===== config.mk =====
export PLATFORM = sky130hd
export DESIGN_NAME = port0_pin_mode_control
export DESIGN_NICKNAME = d
export VERILOG_FILES = /design/src/logic/pin_mode_cell.v /design/src/logic/port0_pin_mode_control.v
export VERILOG_INCLUDE_DIRS = /design/src /design/src/logic
export SDC_FILE = /design/constraint.sdc
export NUM_CORES = 1
export LEC_CHECK = 0
export BUFFER_PORTS_ARGS = -buffer_cell sky130_fd_sc_hd__buf_2
export CORE_ASPECT_RATIO = 0.8
export CORE_MARGIN = 2
export CORE_UTILIZATION = 47
export CTS_BUF_LIST = sky130_fd_sc_hd__clkbuf_8
export DETAILED_ROUTE_END_ITERATION = 6
export HOLD_SLACK_MARGIN = 0.03
export PLACE_DENSITY_LB_ADDON = 0.2
export SLEW_MARGIN = 15
export SYNTH_ARGS = -nofsm -noshare
export SYNTH_HDL_FRONTEND = slang
export SYNTH_SLANG_ARGS = --single-unit

===== constraint.sdc =====
create_clock -name clk -period 0.8 [get_ports clk]
set_input_delay 0.04 -clock clk [delete_from_list [all_inputs] [get_ports clk]]
set_output_delay 0.04 -clock clk [all_outputs]
set_load 0.02 [all_outputs]

===== src/logic/port0_mode_regs.vh =====
// Register offsets, field layout and reset values of the port 0 pin-mode block
`ifndef PORT0_MODE_REGS_VH
`define PORT0_MODE_REGS_VH

// ----------------------------------------------------------------
// Register offsets
// ----------------------------------------------------------------
`define ADDR_W              8
`define OFS_MODE_UPPER      8'he0
`define OFS_MODE_LOWER      8'he1

// ----------------------------------------------------------------
// Reset values and read filler
// ----------------------------------------------------------------
`define RST_MODE_UPPER      8'h00
`define RST_MODE_LOWER      8'h00
`define RD_UNMAPPED         8'h00

// ----------------------------------------------------------------
// Mode field encodings
// ----------------------------------------------------------------
`define MODE_W              2
`define MODE_SCHMITT        2'h0
`define MODE_PULLUP         2'h1
`define MODE_OPEN_DRAIN     2'h2
`define MODE_PUSH_PULL      2'h3

`endif


===== src/logic/pin_mode_cell.v =====
// One pin's mode decode and output stage, registered
`timescale 1ns/1ns
`include "port0_mode_regs.vh"

module pin_mode_cell
(
  // Clock and reset
  input  wire                 clk,
  input  wire                 rst_n,
  // Mode field and output data
  input  wire [`MODE_W-1:0]   mode,
  input  wire                 out_data,
  // Pad controls
  output reg                  pad_out,
  output reg                  pad_oe,
  output reg                  pad_pullup,
  output reg                  pad_schmitt
);

  reg pad_out_d;
  reg pad_oe_d;
  reg pad_pullup_d;
  reg pad_schmitt_d;

  always @*
  begin
    pad_out_d     = 1'b0;
    pad_oe_d      = 1'b0;
    pad_pullup_d  = 1'b0;
    pad_schmitt_d = 1'b1;
    case (mode)
      // RULE1 - plain Schmitt input
      `MODE_SCHMITT:
      begin
        pad_schmitt_d = 1'b1;
      end
      // RULE2 - input with pull-up
      `MODE_PULLUP:
      begin
        pad_pullup_d = 1'b1;
      end
      // RULE3 - drive low only
      `MODE_OPEN_DRAIN:
      begin
        pad_schmitt_d = 1'b0;
        pad_out_d     = 1'b0;
        pad_oe_d      = ~out_data;
      end
      // RULE4 - drive both levels
      `MODE_PUSH_PULL:
      begin
        pad_schmitt_d = 1'b0;
        pad_out_d     = out_data;
        pad_oe_d      = 1'b1;
      end
      default:
      begin
        pad_schmitt_d = 1'b1;
      end
    endcase
  end

  always @(posedge clk or negedge rst_n)
  begin
    if (!rst_n)
    begin
      pad_out     <= 1'b0;
      pad_oe      <= 1'b0;
      pad_pullup  <= 1'b0;
      pad_schmitt <= 1'b1;
    end
    else
    begin
      pad_out     <= pad_out_d;
      pad_oe      <= pad_oe_d;
      pad_pullup  <= pad_pullup_d;
      pad_schmitt <= pad_schmitt_d;
    end
  end

endmodule


===== src/logic/port0_pin_mode_control.v =====
// Port 0 pin-mode control: two mode registers and eight pin stages
//
// Operation
// RULE1 - Mode 00: Schmitt input, no pull-up, driver off
// RULE2 - Mode 01: Schmitt input with pull-up enabled
// RULE3 - Mode 10: open-drain output, pulls low only
// RULE4 - Mode 11: push-pull output drives both levels
// RULE5 - Upper register pins 7-4, lower 3-0; reset zero
`timescale 1ns/1ns
`include "port0_mode_regs.vh"

module port0_pin_mode_control
#(
  parameter PINS = 8
)
(
  // Clock and reset
  input  wire                 clk,
  input  wire                 rst_n,
  // Register port
  input  wire [`ADDR_W-1:0]   reg_addr,
  input  wire [7:0]           reg_wdata,
  input  wire                 reg_wr,
  input  wire                 reg_rd,
  output reg  [7:0]           reg_rdata,
  // Port output data from the data register
  input  wire [PINS-1:0]      pin_out_data,
  // Pad controls
  output wire [PINS-1:0]      pin_out,
  output wire [PINS-1:0]      pin_oe,
  output wire [PINS-1:0]      pin_pullup_en,
  output wire [PINS-1:0]      pin_schmitt_en,
  // Mode readback
  output reg  [2*PINS-1:0]    pin_mode
);

  // ----------------------------------------------------------------
  // Mode registers
  // ----------------------------------------------------------------
  reg [7:0] mode_upper_q;
  reg [7:0] mode_lower_q;
  reg [7:0] reg_rdata_d;

  // RULE5 - reset to Schmitt inputs
  always @(posedge clk or negedge rst_n)
  begin
    if (!rst_n)
    begin
      mode_upper_q <= `RST_MODE_UPPER;
      mode_lower_q <= `RST_MODE_LOWER;
    end
    else if (reg_wr)
    begin
      if (reg_addr == `OFS_MODE_UPPER)
        mode_upper_q <= reg_wdata;
      if (reg_addr == `OFS_MODE_LOWER)
        mode_lower_q <= reg_wdata;
    end
  end

  // ----------------------------------------------------------------
  // Read path
  // ----------------------------------------------------------------
  always @*
  begin
    case (reg_addr)
      `OFS_MODE_UPPER: reg_rdata_d = mode_upper_q;
      `OFS_MODE_LOWER: reg_rdata_d = mode_lower_q;
      default:         reg_rdata_d = `RD_UNMAPPED;
    endcase
  end

  // Data stands only in the cycle after the read strobe
  always @(posedge clk or negedge rst_n)
  begin
    if (!rst_n)
      reg_rdata <= `RD_UNMAPPED;
    else if (reg_rd)
      reg_rdata <= reg_rdata_d;
    else
      reg_rdata <= `RD_UNMAPPED;
  end

  // ----------------------------------------------------------------
  // Pin stages
  // ----------------------------------------------------------------
  // RULE5 - upper byte holds pins 7-4
  wire [15:0] mode_all = {mode_upper_q, mode_lower_q};

  always @(posedge clk or negedge rst_n)
  begin
    if (!rst_n)
      pin_mode <= {2*PINS{1'b0}};
    else
      pin_mode <= mode_all[2*PINS-1:0];
  end

  // Pad stage is registered, so a mode write reaches the pad one edge later
  genvar i;
  generate
    for (i = 0; i < PINS; i = i + 1)
    begin : g_pin
      pin_mode_cell u_cell
      (
        .clk         (clk),
        .rst_n       (rst_n),
        .mode        (mode_all[2*i+1:2*i]),
        .out_data    (pin_out_data[i]),
        .pad_out     (pin_out[i]),
        .pad_oe      (pin_oe[i]),
        .pad_pullup  (pin_pullup_en[i]),
        .pad_schmitt (pin_schmitt_en[i])
      );
    end
  endgenerate

endmodule


# Word-level counts from Yosys, hierarchy flattened
# Cells that the tools add are included.
totals:
  regBits: 72
  input_bits: 28
  out_inout_bits: 56
  wordCells: 114
classes:
  eq_ne: 26
  n_mux: 34
  bitwise: 8
  n_reduce_logical: 10
op_table:
  columns: ["cell", "count"]
  rows:
  - ["== test 2 bit (second input constant)", 16]
  - ["two-way mux 1 bit", 24]
  - ["== test 2 x 1 -> 1 bit (second input constant)", 8]
  - ["== test 8 bit (second input constant)", 2]
  - ["case mux 1 bit (2 select lines)", 8]
  - ["case mux 8 bit (2 select lines)", 1]
  - ["OR reduction 2 bit", 8]
  - ["two-way mux 8 bit", 1]
  - ["NOT 1 bit", 8]
  - ["AND reduction 2 bit", 2]

# Logic depth before layout (Yosys ltp)
# Gate-level depths: netlist (run 1).
logic_depth:
  depth_word: 3
  depth_mapped: 3
  mapped_depth_nobuf: 3

# Cells and area by module
# Synthesis (run 1) repeated with hierarchy kept, for this count alone.
hier_totals:
  hier_cells: 151
  area_unflattened_um2: 2424.8
modules_own_cells:
  columns: ["module", "instances", "cells_each", "area_per_inst_um2", "seq_area_each_um2"]
  rows:
  - ["port0_pin_mode_control", 1, 79, 1393.8, 1001.0]
  - ["pin_mode_cell", 8, 9, 128.9, 101.3]

# Worst setup path before layout (run 1)
# Ideal clock, no wire load.
synth_timing:
  kind: "input -> register"
  from: "input port reg_addr[0]"
  to: "register mode_upper_q[0]"
  setup_time_ns: 0.125
  arrival_time_ns: 0.844
  t_required_ns: 0.675
  path_slack_ns: -0.169
  cell_stages: 3
  path_buffers: 1
  path_cell_list: "buf_2 > nand4b_4 > mux2_2"
synth_between:
  elab_chain_cells: 2
synth_lines:
  columns: ["item", "line", "source"]
  rows:
  - ["start, declared", "port0_pin_mode_control.v:21", "input wire [`ADDR_W-1:0] reg_addr,"]
  - ["== test 8 bit", null, null]
  - ["AND reduction 2 bit (no line)", null, null]
  - ["end signal, assigned", "port0_pin_mode_control.v:49", "mode_upper_q <= `RST_MODE_UPPER;"]
  - ["end signal, assigned", "port0_pin_mode_control.v:55", "mode_upper_q <= reg_wdata;"]
  - ["end, declared", "port0_pin_mode_control.v:40", "reg [7:0] mode_upper_q;"]
# No other way between the ends.
# A chain may end at the register's enable or synchronous reset.

# Final worst setup path (run 1)
layout_timing:
  from: "register g_pin[1].u_cell.pad_schmitt"
  to: "output port pin_schmitt_en[1]"
layout_rtl:
  columns: ["item", "line", "source"]
  rows:
  - ["start, declared", "pin_mode_cell.v:17", "output reg pad_schmitt"]
  - ["start signal, assigned", "pin_mode_cell.v:77", "pad_schmitt <= pad_schmitt_d;"]
  - ["end, declared", "port0_pin_mode_control.v:32", "output wire [PINS-1:0] pin_schmitt_en,"]
# No word-level cell between the ends.

==> metrics.cfg, run 1 <==
[clock_tree]
path_clk_slew_ns=0.07
clockRootBuffer=clkbuf_8
cts_max_level=3
cts_buffer_depth=2
numCtsBuffers=9
tritoncts=yes
clock_sinks=72
insertion_delay_ns=0.34

[setup_path]
path_class=register to output port
r2r_slack_ns=-0.03
required_ns=0.76
cp_num_buf_inv=1
path_cells=buf_6
crit_path_start_kind=register
critPathMaxStageDelay_ns=0.53
cp_data_arrival_time_ns=0.98
cpMaxStageDelayCell=dfstp_2
reg2reg_from=mode_lower_q[5]
crit_family=flip-flops
worstSetupEndpointType=output port
critPathMaxFanout=1
cp-startpoint=g_pin[1].u_cell.pad_schmitt

[yosys]
ys_top_cells_by_area=dfrtp_1 61%, buf_4 9.2%, dfstp_2 8.0%
syn_avg_cell_area_um2=14.3
yosysTopAreaCellShare_pct=61.3
synth_edf_count=0
synth_area_um2=2610
synth-seq-cells=72
ys_seq_area_share_pct=69.3
synth_common_cells=64 x dfrtp_1, 32 x buf_4, 16 x inv_1, 16 x mux2_2, 16 x nor2_1
synthCells=183
async_flop_share_pct=100
synth_top_area_cell=dfrtp_1
synth_ff_type=dfrtp_1
synth_cell_types=16
syn_nets=211
yosysMostFrequentCell=dfrtp_1
ys_warn_count=0

[grt]
antenna_found_initial=0
grtUsageTotal_pct=18.0
first_global_vias=1679
grt_max_degree=52
grt-ovfl-total=0
grt_first_pass_wirelength_um=8190

[drt]
wl_um=4960
ant_nets=0
dr.pass1.iters=4
wl_per_cell_um=14.3
drc=0
vias=1574
via_per_inst=4.55
drt_iter0_drc=49

[power]
irDropWorstVdd_mv=1.31
p_total_mw=7.42
p_leak_nw=1.98
p_seq_share_pct=52.3
p_int_mw=5.69
p_per_area_nw_per_um2=1950
p_clk_share_pct=37.5
swShare_pct=23.3
switchingPower_mw=1.73
combPwrFrac_pct=10.1

[final_layout]
fin_nets=305
diodes=0
post_route_cells_drive_above_1_share_pct=55.5
synthToLayoutAreaGrowth_pct=45.3

[timing]
clock_skew_ns=0.00414
setup_violations=70
finalCritPeriodShare_pct=128
whs_ns=0.138
worstMarginPinSlew_ns=0.276
setup_ws_ns=-0.223
finalCriticalPeriod_ns=1.02
rsz0062_at_grt=yes
relSlewSlack_pct=81.6
fmax_mhz=978
drv_slew=0
final_hold_viol_count=0

[place]
io_buffers=83
dp_slack_ns=-0.342
gp_congestion=0.723
dp_hpwl_um=3210

[die]
die_area_um2=6170
ios=84
core-area_um2=5410
start_util_pct=48.3
die_y_um=70.7
die_x_um=87.4
num_rows=24

[outcome]
violations=setup timing
outcome=finished, violations left

[min_path]
hp-class=input port to register
min_from=reg_addr[1]

[run]
cap_violations=0

==> worst paths after layout <==
| kind | cells past startpoint | to |
|---|---|---|
| setup / recovery | 1 | pin_schmitt_en[1] |
| hold / removal | 5 | reg_rdata[5] |
| setup reg to reg | 1 | mode_lower_q[5] |
| hold reg to reg | 0 | pin_mode[2] |
| max in group asynchronous | 3 | g_pin[7].u_cell.pad_schmitt |
| min in group asynchronous | 3 | reg_rdata[5] |
==> routing by layer <==
metal	share of wire, %	track usage (%)	vias up
met2	50	27.8	56
met5	0	0	-
met1	42	22.7	770
met4	1.1	4.62	0
li1	-	-	742
met3	6.5	9.22	6
==> cells by family after synthesis <==
group                  after synthesis  share of synthesized area [%]
flip-flops                          72                           69.3
buffers and inverters               49                           11.7
AND/OR/NAND/NOR                     30                           7.47
multiplexers                        24                           9.96
AO/OA/AOI/OAI                        8                           1.53
==> area by class of cell <==
cell class                 count  area [um2]
clock buffer                  10         138
clock inverter                 5        57.6
fill                         375        1610
inverter                      16        62.6
multi-input combinational     62         533
sequential                    72        1820
tap                           65        81.3
timing repair buffer         116        1100
==> metrics by stage <==
| step | std cells | utilization (%) | TNS [ns] | instance area (um2) |
|---|---|---|---|---|
| floorplan | 183 | - | -2.34 | 2620 |
| CTS | 345 | 69.2 | -7.14 | 3740 |
| detailed placement | 307 | 54.5 | -6.27 | 2940 |
| global route | 346 | 70.2 | -8.85 | 3800 |
| finish | 346 | 70.2 | -6.19 | 3800 |
| global placement | 307 | 54.5 | -6.14 | 2940 |
==> repair_timing <==
action | 4_1_cts | 5_1_grt
endpoints found under the setup margin | 71 | 78
resized for setup | 124 | 19
buffers inserted | 6 | 1
hold buffers | 17 | 0
pin swaps | 1 | 1
hold endpoints to repair | 104 | 0
==> power groups by stage <==
stage / clock network, mW / logic (mW) / registers (mW)
after floorplan: 0 / 0.254 / 3.95
after global placement: 0 / 0.522 / 3.92
after detailed placement: 0 / 0.528 / 3.92
after CTS: 2.86 / 0.733 / 3.88
after global routing: 3.01 / 0.811 / 3.90
final: 2.78 / 0.750 / 3.88
==> state kept, by name (all words and copies together) (netlist names) <==
signal and flops:
g_pin.u_cell.pad_pullup 8, mode_upper_q 8, g_pin.u_cell.pad_out 8, g_pin.u_cell.pad_schmitt 8, g_pin.u_cell.pad_oe 8, pin_mode 16
mode_lower_q 8, reg_rdata 8
==> placed cells by master (no fill, tap or decap) <==
cell / n
bufinv_16: 1
mux2_2: 8
a21oi_2: 2
inv_1: 12
inv_2: 3
nand4_4: 1
dfstp_2: 8
mux2_4: 8
dlygate4sd3_1: 17
and4b_2: 1
nand2_1: 1
nor2_1: 16
buf_2: 24
dfrtp_1: 56
buf_4: 11
mux2i_1: 8
and3_1: 8
nor3_4: 1
nand4b_4: 1
clkbuf_8: 10
inv_4: 1
buf_6: 63
buf_12: 1
a21oi_1: 6
clkinv_2: 1
dfrtp_2: 8
nor4b_1: 1
clkinvlp_4: 3
Note: power is estimated with default switching activity, not from simulation.
==> inputs of run 2 (changes only) <==
--- a/config.mk
+++ b/config.mk
@@ -6,10 +6,11 @@
 export SDC_FILE = /design/constraint.sdc
 export NUM_CORES = 1
 export LEC_CHECK = 0
+export ABC_CLOCK_PERIOD_IN_PS = 800
 export BUFFER_PORTS_ARGS = -buffer_cell sky130_fd_sc_hd__buf_2
 export CORE_ASPECT_RATIO = 0.8
 export CORE_MARGIN = 2
-export CORE_UTILIZATION = 47
+export CORE_UTILIZATION = 35
 export CTS_BUF_LIST = sky130_fd_sc_hd__clkbuf_8
 export DETAILED_ROUTE_END_ITERATION = 6
 export HOLD_SLACK_MARGIN = 0.03
==> metrics.cfg, run 2 (synthesis gave the netlist of run 1 again) <==
[outcome]
outcome=finished, violations left
violations=setup timing

[timing]
finalCriticalPeriod_ns=1.01  ; -0.00857 ns
rsz0062_at_grt=yes
clock_skew_ns=0.00576  ; +0.00162 ns
relSlewSlack_pct=79.6  ; -1.9 points
setup_ws_ns=-0.214  ; +0.00857 ns
setup_violations=72  ; +2.9%
final_hold_viol_count=0  ; unchanged
whs_ns=0.110  ; -0.0283 ns
drv_slew=0  ; unchanged
finalCritPeriodShare_pct=127  ; -1.1 points
worstMarginPinSlew_ns=0.304  ; +0.0289 ns
fmax_mhz=986  ; +0.85%

[setup_path]
r2r_slack_ns=-0.02  ; about the same
critPathMaxFanout=1  ; unchanged
worstSetupEndpointType=output port
critPathMaxStageDelay_ns=0.53  ; about the same
cp-startpoint=g_pin[4].u_cell.pad_schmitt
path_depth=1  ; unchanged
path_cells=buf_6
path_class=register to output port
required_ns=0.76  ; about the same
cpMaxStageDelayCell=dfstp_2
crit_family=flip-flops
cp_num_buf_inv=1  ; unchanged
crit_path_start_kind=register
worstRegToRegCells=1  ; unchanged
r2r_end=mode_lower_q[4]
reg2reg_from=mode_lower_q[4]
cp_data_arrival_time_ns=0.97  ; about the same
cp-endpoint=pin_schmitt_en[4]

[final_layout]
post_route_cells_drive_above_1_share_pct=57.5  ; +2.0 points
fin_util_pct=53.1  ; -17 points
largest_register_ffs=16  ; unchanged
diodes=0  ; unchanged
top_register=pin_mode
fin_nets=309  ; +1.3%
fillers=641  ; +71%
final_cell_mix=63 x buf_6, 55 x dfrtp_1, 23 x buf_2
synthToLayoutAreaGrowth_pct=48.9
final_area_um2=3890  ; +2.4%
final_common_cell=buf_6

[power]
p_per_area_nw_per_um2=1890  ; -3.4%
combPwrFrac_pct=10.7  ; +0.6 points
p_seq_share_pct=52.9  ; +0.6 points
p_leak_nw=2.01  ; +1.2%
switchingPower_mw=1.65  ; -4.7%
p_clk_share_pct=36.5  ; -1.0 points
irDropWorstVdd_mv=1.05  ; -20%
swShare_pct=22.4  ; -0.87 points
p_int_mw=5.69  ; about the same

[drt]
vias=1591  ; +1.1%
via_per_inst=4.24  ; -6.7%
drc=0  ; unchanged
ant_nets=0  ; unchanged
wl_per_cell_um=13.5  ; -5.7%
wl_um=5070  ; +2.2%
drt_iter0_drc=43  ; -12%
dr.pass1.iters=4  ; unchanged

[clock_tree]
tritoncts=yes
insertion_delay_ns=0.33  ; about the same
cts_max_level=3  ; unchanged
clock_sinks=72  ; unchanged
cts_buffer_depth=2  ; unchanged
numCtsBuffers=9  ; unchanged
clockRootBuffer=clkbuf_8
path_clk_slew_ns=0.07  ; about the same

[die]
die_area_um2=8180  ; +32%
die_x_um=101  ; +15%
start_util_pct=35.7  ; -13 points
num_rows=28  ; +17%
ios=84  ; unchanged
core-area_um2=7320  ; +35%
die_y_um=81.3  ; +15%

[grt]
grt_max_degree=21  ; -60%
antenna_found_initial=0  ; unchanged
grtUsageTotal_pct=13.5  ; -4.5 points
first_global_vias=1650  ; -1.7%
grt_first_pass_wirelength_um=8150  ; -0.51%
grt-ovfl-total=0  ; unchanged

[run]
cap_violations=0  ; unchanged

[place]
dp_hpwl_um=3510  ; +9.6%
io_buffers=83  ; unchanged
gp_congestion=0.706  ; -2.3%
placed_cell_area_um2=3040  ; +3.3%

[min_path]
hp-class=input port to async pin

==> run 2: power groups by stage <==
stage	clock network [mW]	registers, mW	logic [mW]
after global placement	0	3.92	0.554
after floorplan	0	3.95	0.254
after global routing	2.97	3.90	0.847
after CTS	2.79	3.88	0.767
after detailed placement	0	3.92	0.559
final	2.68	3.88	0.783
==> run 2: layer usage <==
layer	up-vias	wire length, um	global-route usage [%]
li1	758	-	-
met1	767	2310	16.8
met2	55	2360	20.7
met3	11	347	6.71
met4	0	54	4.11
met5	-	0	0
==> run 2: worst min path at each step <==
stage,endpoint,slack (ns),depth (start not counted)
floorplan,g_pin[0].u_cell.pad_oe,-0.26,0
global placement,g_pin[7].u_cell.pad_out,-0.08,1
detailed placement,g_pin[7].u_cell.pad_out,-0.08,1
CTS,mode_lower_q[5],0.09,2
global route,g_pin[7].u_cell.pad_pullup,0.10,2
finish,g_pin[7].u_cell.pad_out,0.11,2
==> run 2: what timing repair did <==
| action | 4_1_cts | 5_1_grt |
|---|---|---|
| hold endpoints to repair | 104 | 0 |
| endpoints found under the setup margin | 73 | 87 |
| resized for setup | 122 | 26 |
| setup buffers | 6 | 0 |
| hold buffers | 17 | 0 |
| pin swaps | 0 | 3 |
==> run 2: cell type report <==
type	instances	area [um2]	area share [%]
Inverter	16	60.1	1.54
Tap cell	90	113	2.90
Sequential cell	72	1820	46.9
Multi-Input combinational cell	62	539	13.9
Clock buffer	10	138	3.54
Clock inverter	5	48.8	1.25
Timing Repair Buffer	120	1170	30.0
==> run 2: metrics by stage <==
step	setup WS, ns	std cells	setup TNS (ns)	power [mW]
after floorplan	-0.147	183	-2.34	4.21
after global placement	-0.349	337	-8.20	4.47
after detailed placement	-0.359	337	-8.10	4.48
after CTS	-0.240	375	-6.95	7.43
after global routing	-0.273	375	-8.87	7.72
final	-0.214	375	-5.89	7.34
==> inputs of run 3 (changes only) <==
--- a/config.mk
+++ b/config.mk
@@ -18,4 +18,5 @@
 export SLEW_MARGIN = 15
 export SYNTH_ARGS = -nofsm -noshare
 export SYNTH_HDL_FRONTEND = slang
+export SYNTH_HIERARCHICAL = 1
 export SYNTH_SLANG_ARGS = --single-unit
==> metrics.cfg, run 3 <==
[outcome]
outcome=finished, violations left
violations=setup timing

[die]
die_x_um=97.1  ; -3.5%
num_rows=27  ; -3.6%
die_y_um=78.4  ; -3.5%
core-area_um2=6790  ; -7.3%
die_area_um2=7610  ; -6.9%
start_util_pct=35.7  ; about the same
ios=84  ; unchanged

[setup_path]
r2r_slack_ns=-0.02  ; about the same
critPathMaxFanout=1  ; unchanged
cp_data_arrival_time_ns=0.97  ; about the same
path_class=register to output port
r2r_end=mode_upper_q[1]
worstSetupEndpointType=output port
cp_num_buf_inv=1  ; unchanged
crit_path_start_kind=register
worstRegToRegCells=1  ; unchanged
crit_family=flip-flops
reg2reg_from=mode_upper_q[1]
cp-startpoint=g_pin[0].u_cell/pad_schmitt
cp-endpoint=pin_schmitt_en[0]
path_cells=buf_6
critPathMaxStageDelay_ns=0.53  ; about the same
path_depth=1  ; unchanged
required_ns=0.76  ; about the same
cpMaxStageDelayCell=dfstp_2

[clock_tree]
path_clk_slew_ns=0.07  ; about the same
tritoncts=yes
numCtsBuffers=9  ; unchanged
cts_buffer_depth=2  ; unchanged
cts_max_level=3  ; unchanged
clockRootBuffer=clkbuf_8
insertion_delay_ns=0.33  ; about the same
clock_sinks=72  ; unchanged

[yosys]
syn_nets=179  ; -15%
synth_common_cells=64 x dfrtp_1, 16 x inv_1, 16 x nor2_1
async_flop_share_pct=100  ; unchanged
ys_top_cells_by_area=dfrtp_1 66%, dfstp_2 8.7%, mux2_4 5.0%
syn_avg_cell_area_um2=16.1  ; +12%
synthCells=151  ; -17%
ys_warn_count=6  ; +6
synth_ff_type=dfrtp_1
synth_top_area_cell=dfrtp_1
synth_area_um2=2420  ; -7.2%
yosysMostFrequentCell=dfrtp_1
synth_cell_types=15  ; -1
synth-seq-cells=72  ; unchanged
synth_edf_count=0  ; unchanged
ys_seq_area_share_pct=74.7  ; +5.4 points
yosysTopAreaCellShare_pct=66.0  ; +4.7 points

[drt]
vias=1576  ; -0.94%
wl_um=4960  ; -2.2%
dr.pass1.iters=4  ; unchanged
ant_nets=0  ; unchanged
wl_per_cell_um=13.4  ; -0.93%
drc=0  ; unchanged
via_per_inst=4.26  ; +0.40%
drt_iter0_drc=31  ; -28%

[final_layout]
final_cell_mix=62 x buf_6, 57 x dfrtp_1, 25 x buf_2
fin_nets=307  ; -0.65%
final_common_cell=buf_6
largest_register_ffs=16  ; unchanged
fillers=539  ; -16%
synthToLayoutAreaGrowth_pct=61.4
final_area_um2=3910  ; +0.64%
top_register=pin_mode
diodes=0  ; unchanged
post_route_cells_drive_above_1_share_pct=61.1  ; +3.6 points

[timing]
worstMarginPinSlew_ns=0.193  ; -0.112 ns
fmax_mhz=988  ; +0.17%
setup_ws_ns=-0.212  ; +0.00167 ns
finalCriticalPeriod_ns=1.01  ; -0.00167 ns
finalCritPeriodShare_pct=127  ; -0.21 points
rsz0062_at_grt=yes
drv_slew=0  ; unchanged
relSlewSlack_pct=87.1  ; +7.5 points
fin_setup_tns_ns=-6.52  ; -0.638 ns
final_hold_viol_count=0  ; unchanged
clock_skew_ns=0.00573  ; -0.0000267 ns
setup_violations=72  ; unchanged

[place]
io_buffers=83  ; unchanged
placed_cell_area_um2=3100  ; +2.1%
dp_hpwl_um=3320  ; -5.4%
gp_congestion=0.702  ; -0.54%

[grt]
grt_first_pass_wirelength_um=8380  ; +2.9%
grt_max_degree=37  ; +76%
grtUsageTotal_pct=14.3  ; +0.86 points
antenna_found_initial=0  ; unchanged
first_global_vias=1747  ; +5.9%
grt-ovfl-total=0  ; unchanged

[power]
p_leak_nw=1.97  ; -1.7%
irDropWorstVdd_mv=1.27  ; +20%
p_per_area_nw_per_um2=1980  ; +4.8%

[min_path]
hp-class=input port to register
min_from=reg_rd

[run]
cap_violations=0  ; unchanged

==> run 3: worst min path at each step <==
stage / end / slack [ns] / cells past startpoint
global placement: g_pin[5].u_cell/pad_out / 0.03 / 2
detailed placement: g_pin[1].u_cell/pad_pullup / 0.03 / 2
global route: reg_rdata[7] / 0.13 / 4
floorplan: g_pin[0].u_cell/pad_oe / -0.26 / 0
finish: reg_rdata[2] / 0.12 / 4
CTS: reg_rdata[2] / 0.11 / 4
==> run 3: layer usage <==
layer  track usage (%)  routed length (um)  vias up
met3              5.97                 334        9
met1              16.8                2030      761
met4              5.63                  86        0
met2              23.5                2510       59
li1                  -                   -      747
met5                 0                   0        -
==> run 3: final cells by class <==
type	instances	area [um2]	share of cell area, %
clock buffers	11	151	3.87
clock inverters	4	68.8	1.76
inverters	16	60.1	1.53
multi-input cells	61	548	14.0
flip-flops and latches	72	1820	46.5
well taps	87	109	2.78
repair buffers	119	1160	29.5
==> run 3: kinds of logic after synthesis <==
| group | after synthesis | share of synthesized area [%] |
|---|---|---|
| flops | 72 | 74.7 |
| buf+inv | 18 | 3.25 |
| mux | 24 | 12.0 |
| simple gates | 29 | 7.17 |
| compound gates | 8 | 2.89 |
==> run 3: timing repair <==
action                                 in CTS  in global routing
endpoints found under the hold margin     104                  0
pin swaps                                   1                  3
setup buffers                               2                  1
gates resized for setup                   118                 17
hold buffers                               17                  0
setup endpoints to repair                  74                 83
==> run 3: through the flow <==
stage | std cells | util [%] | hold WS (ns) | setup slack (ns) | power [mW]
after floorplan | 151 | - | -0.256 | -0.279 | 4.15
after global placement | 335 | 45.7 | 0.0299 | -0.435 | 4.49
after detailed placement | 335 | 45.7 | 0.0289 | -0.451 | 4.49
after CTS | 369 | 57.0 | 0.110 | -0.238 | 7.84
after global routing | 370 | 57.6 | 0.133 | -0.258 | 8.07
final | 370 | 57.6 | 0.119 | -0.212 | 7.74
==> run 3: report_power, final <==
group / internal, mW / switching, mW
clock: 1.89 / 1.21
sequential: 3.78 / 0.0944
combinational: 0.413 / 0.348
total: 6.09 / 1.65
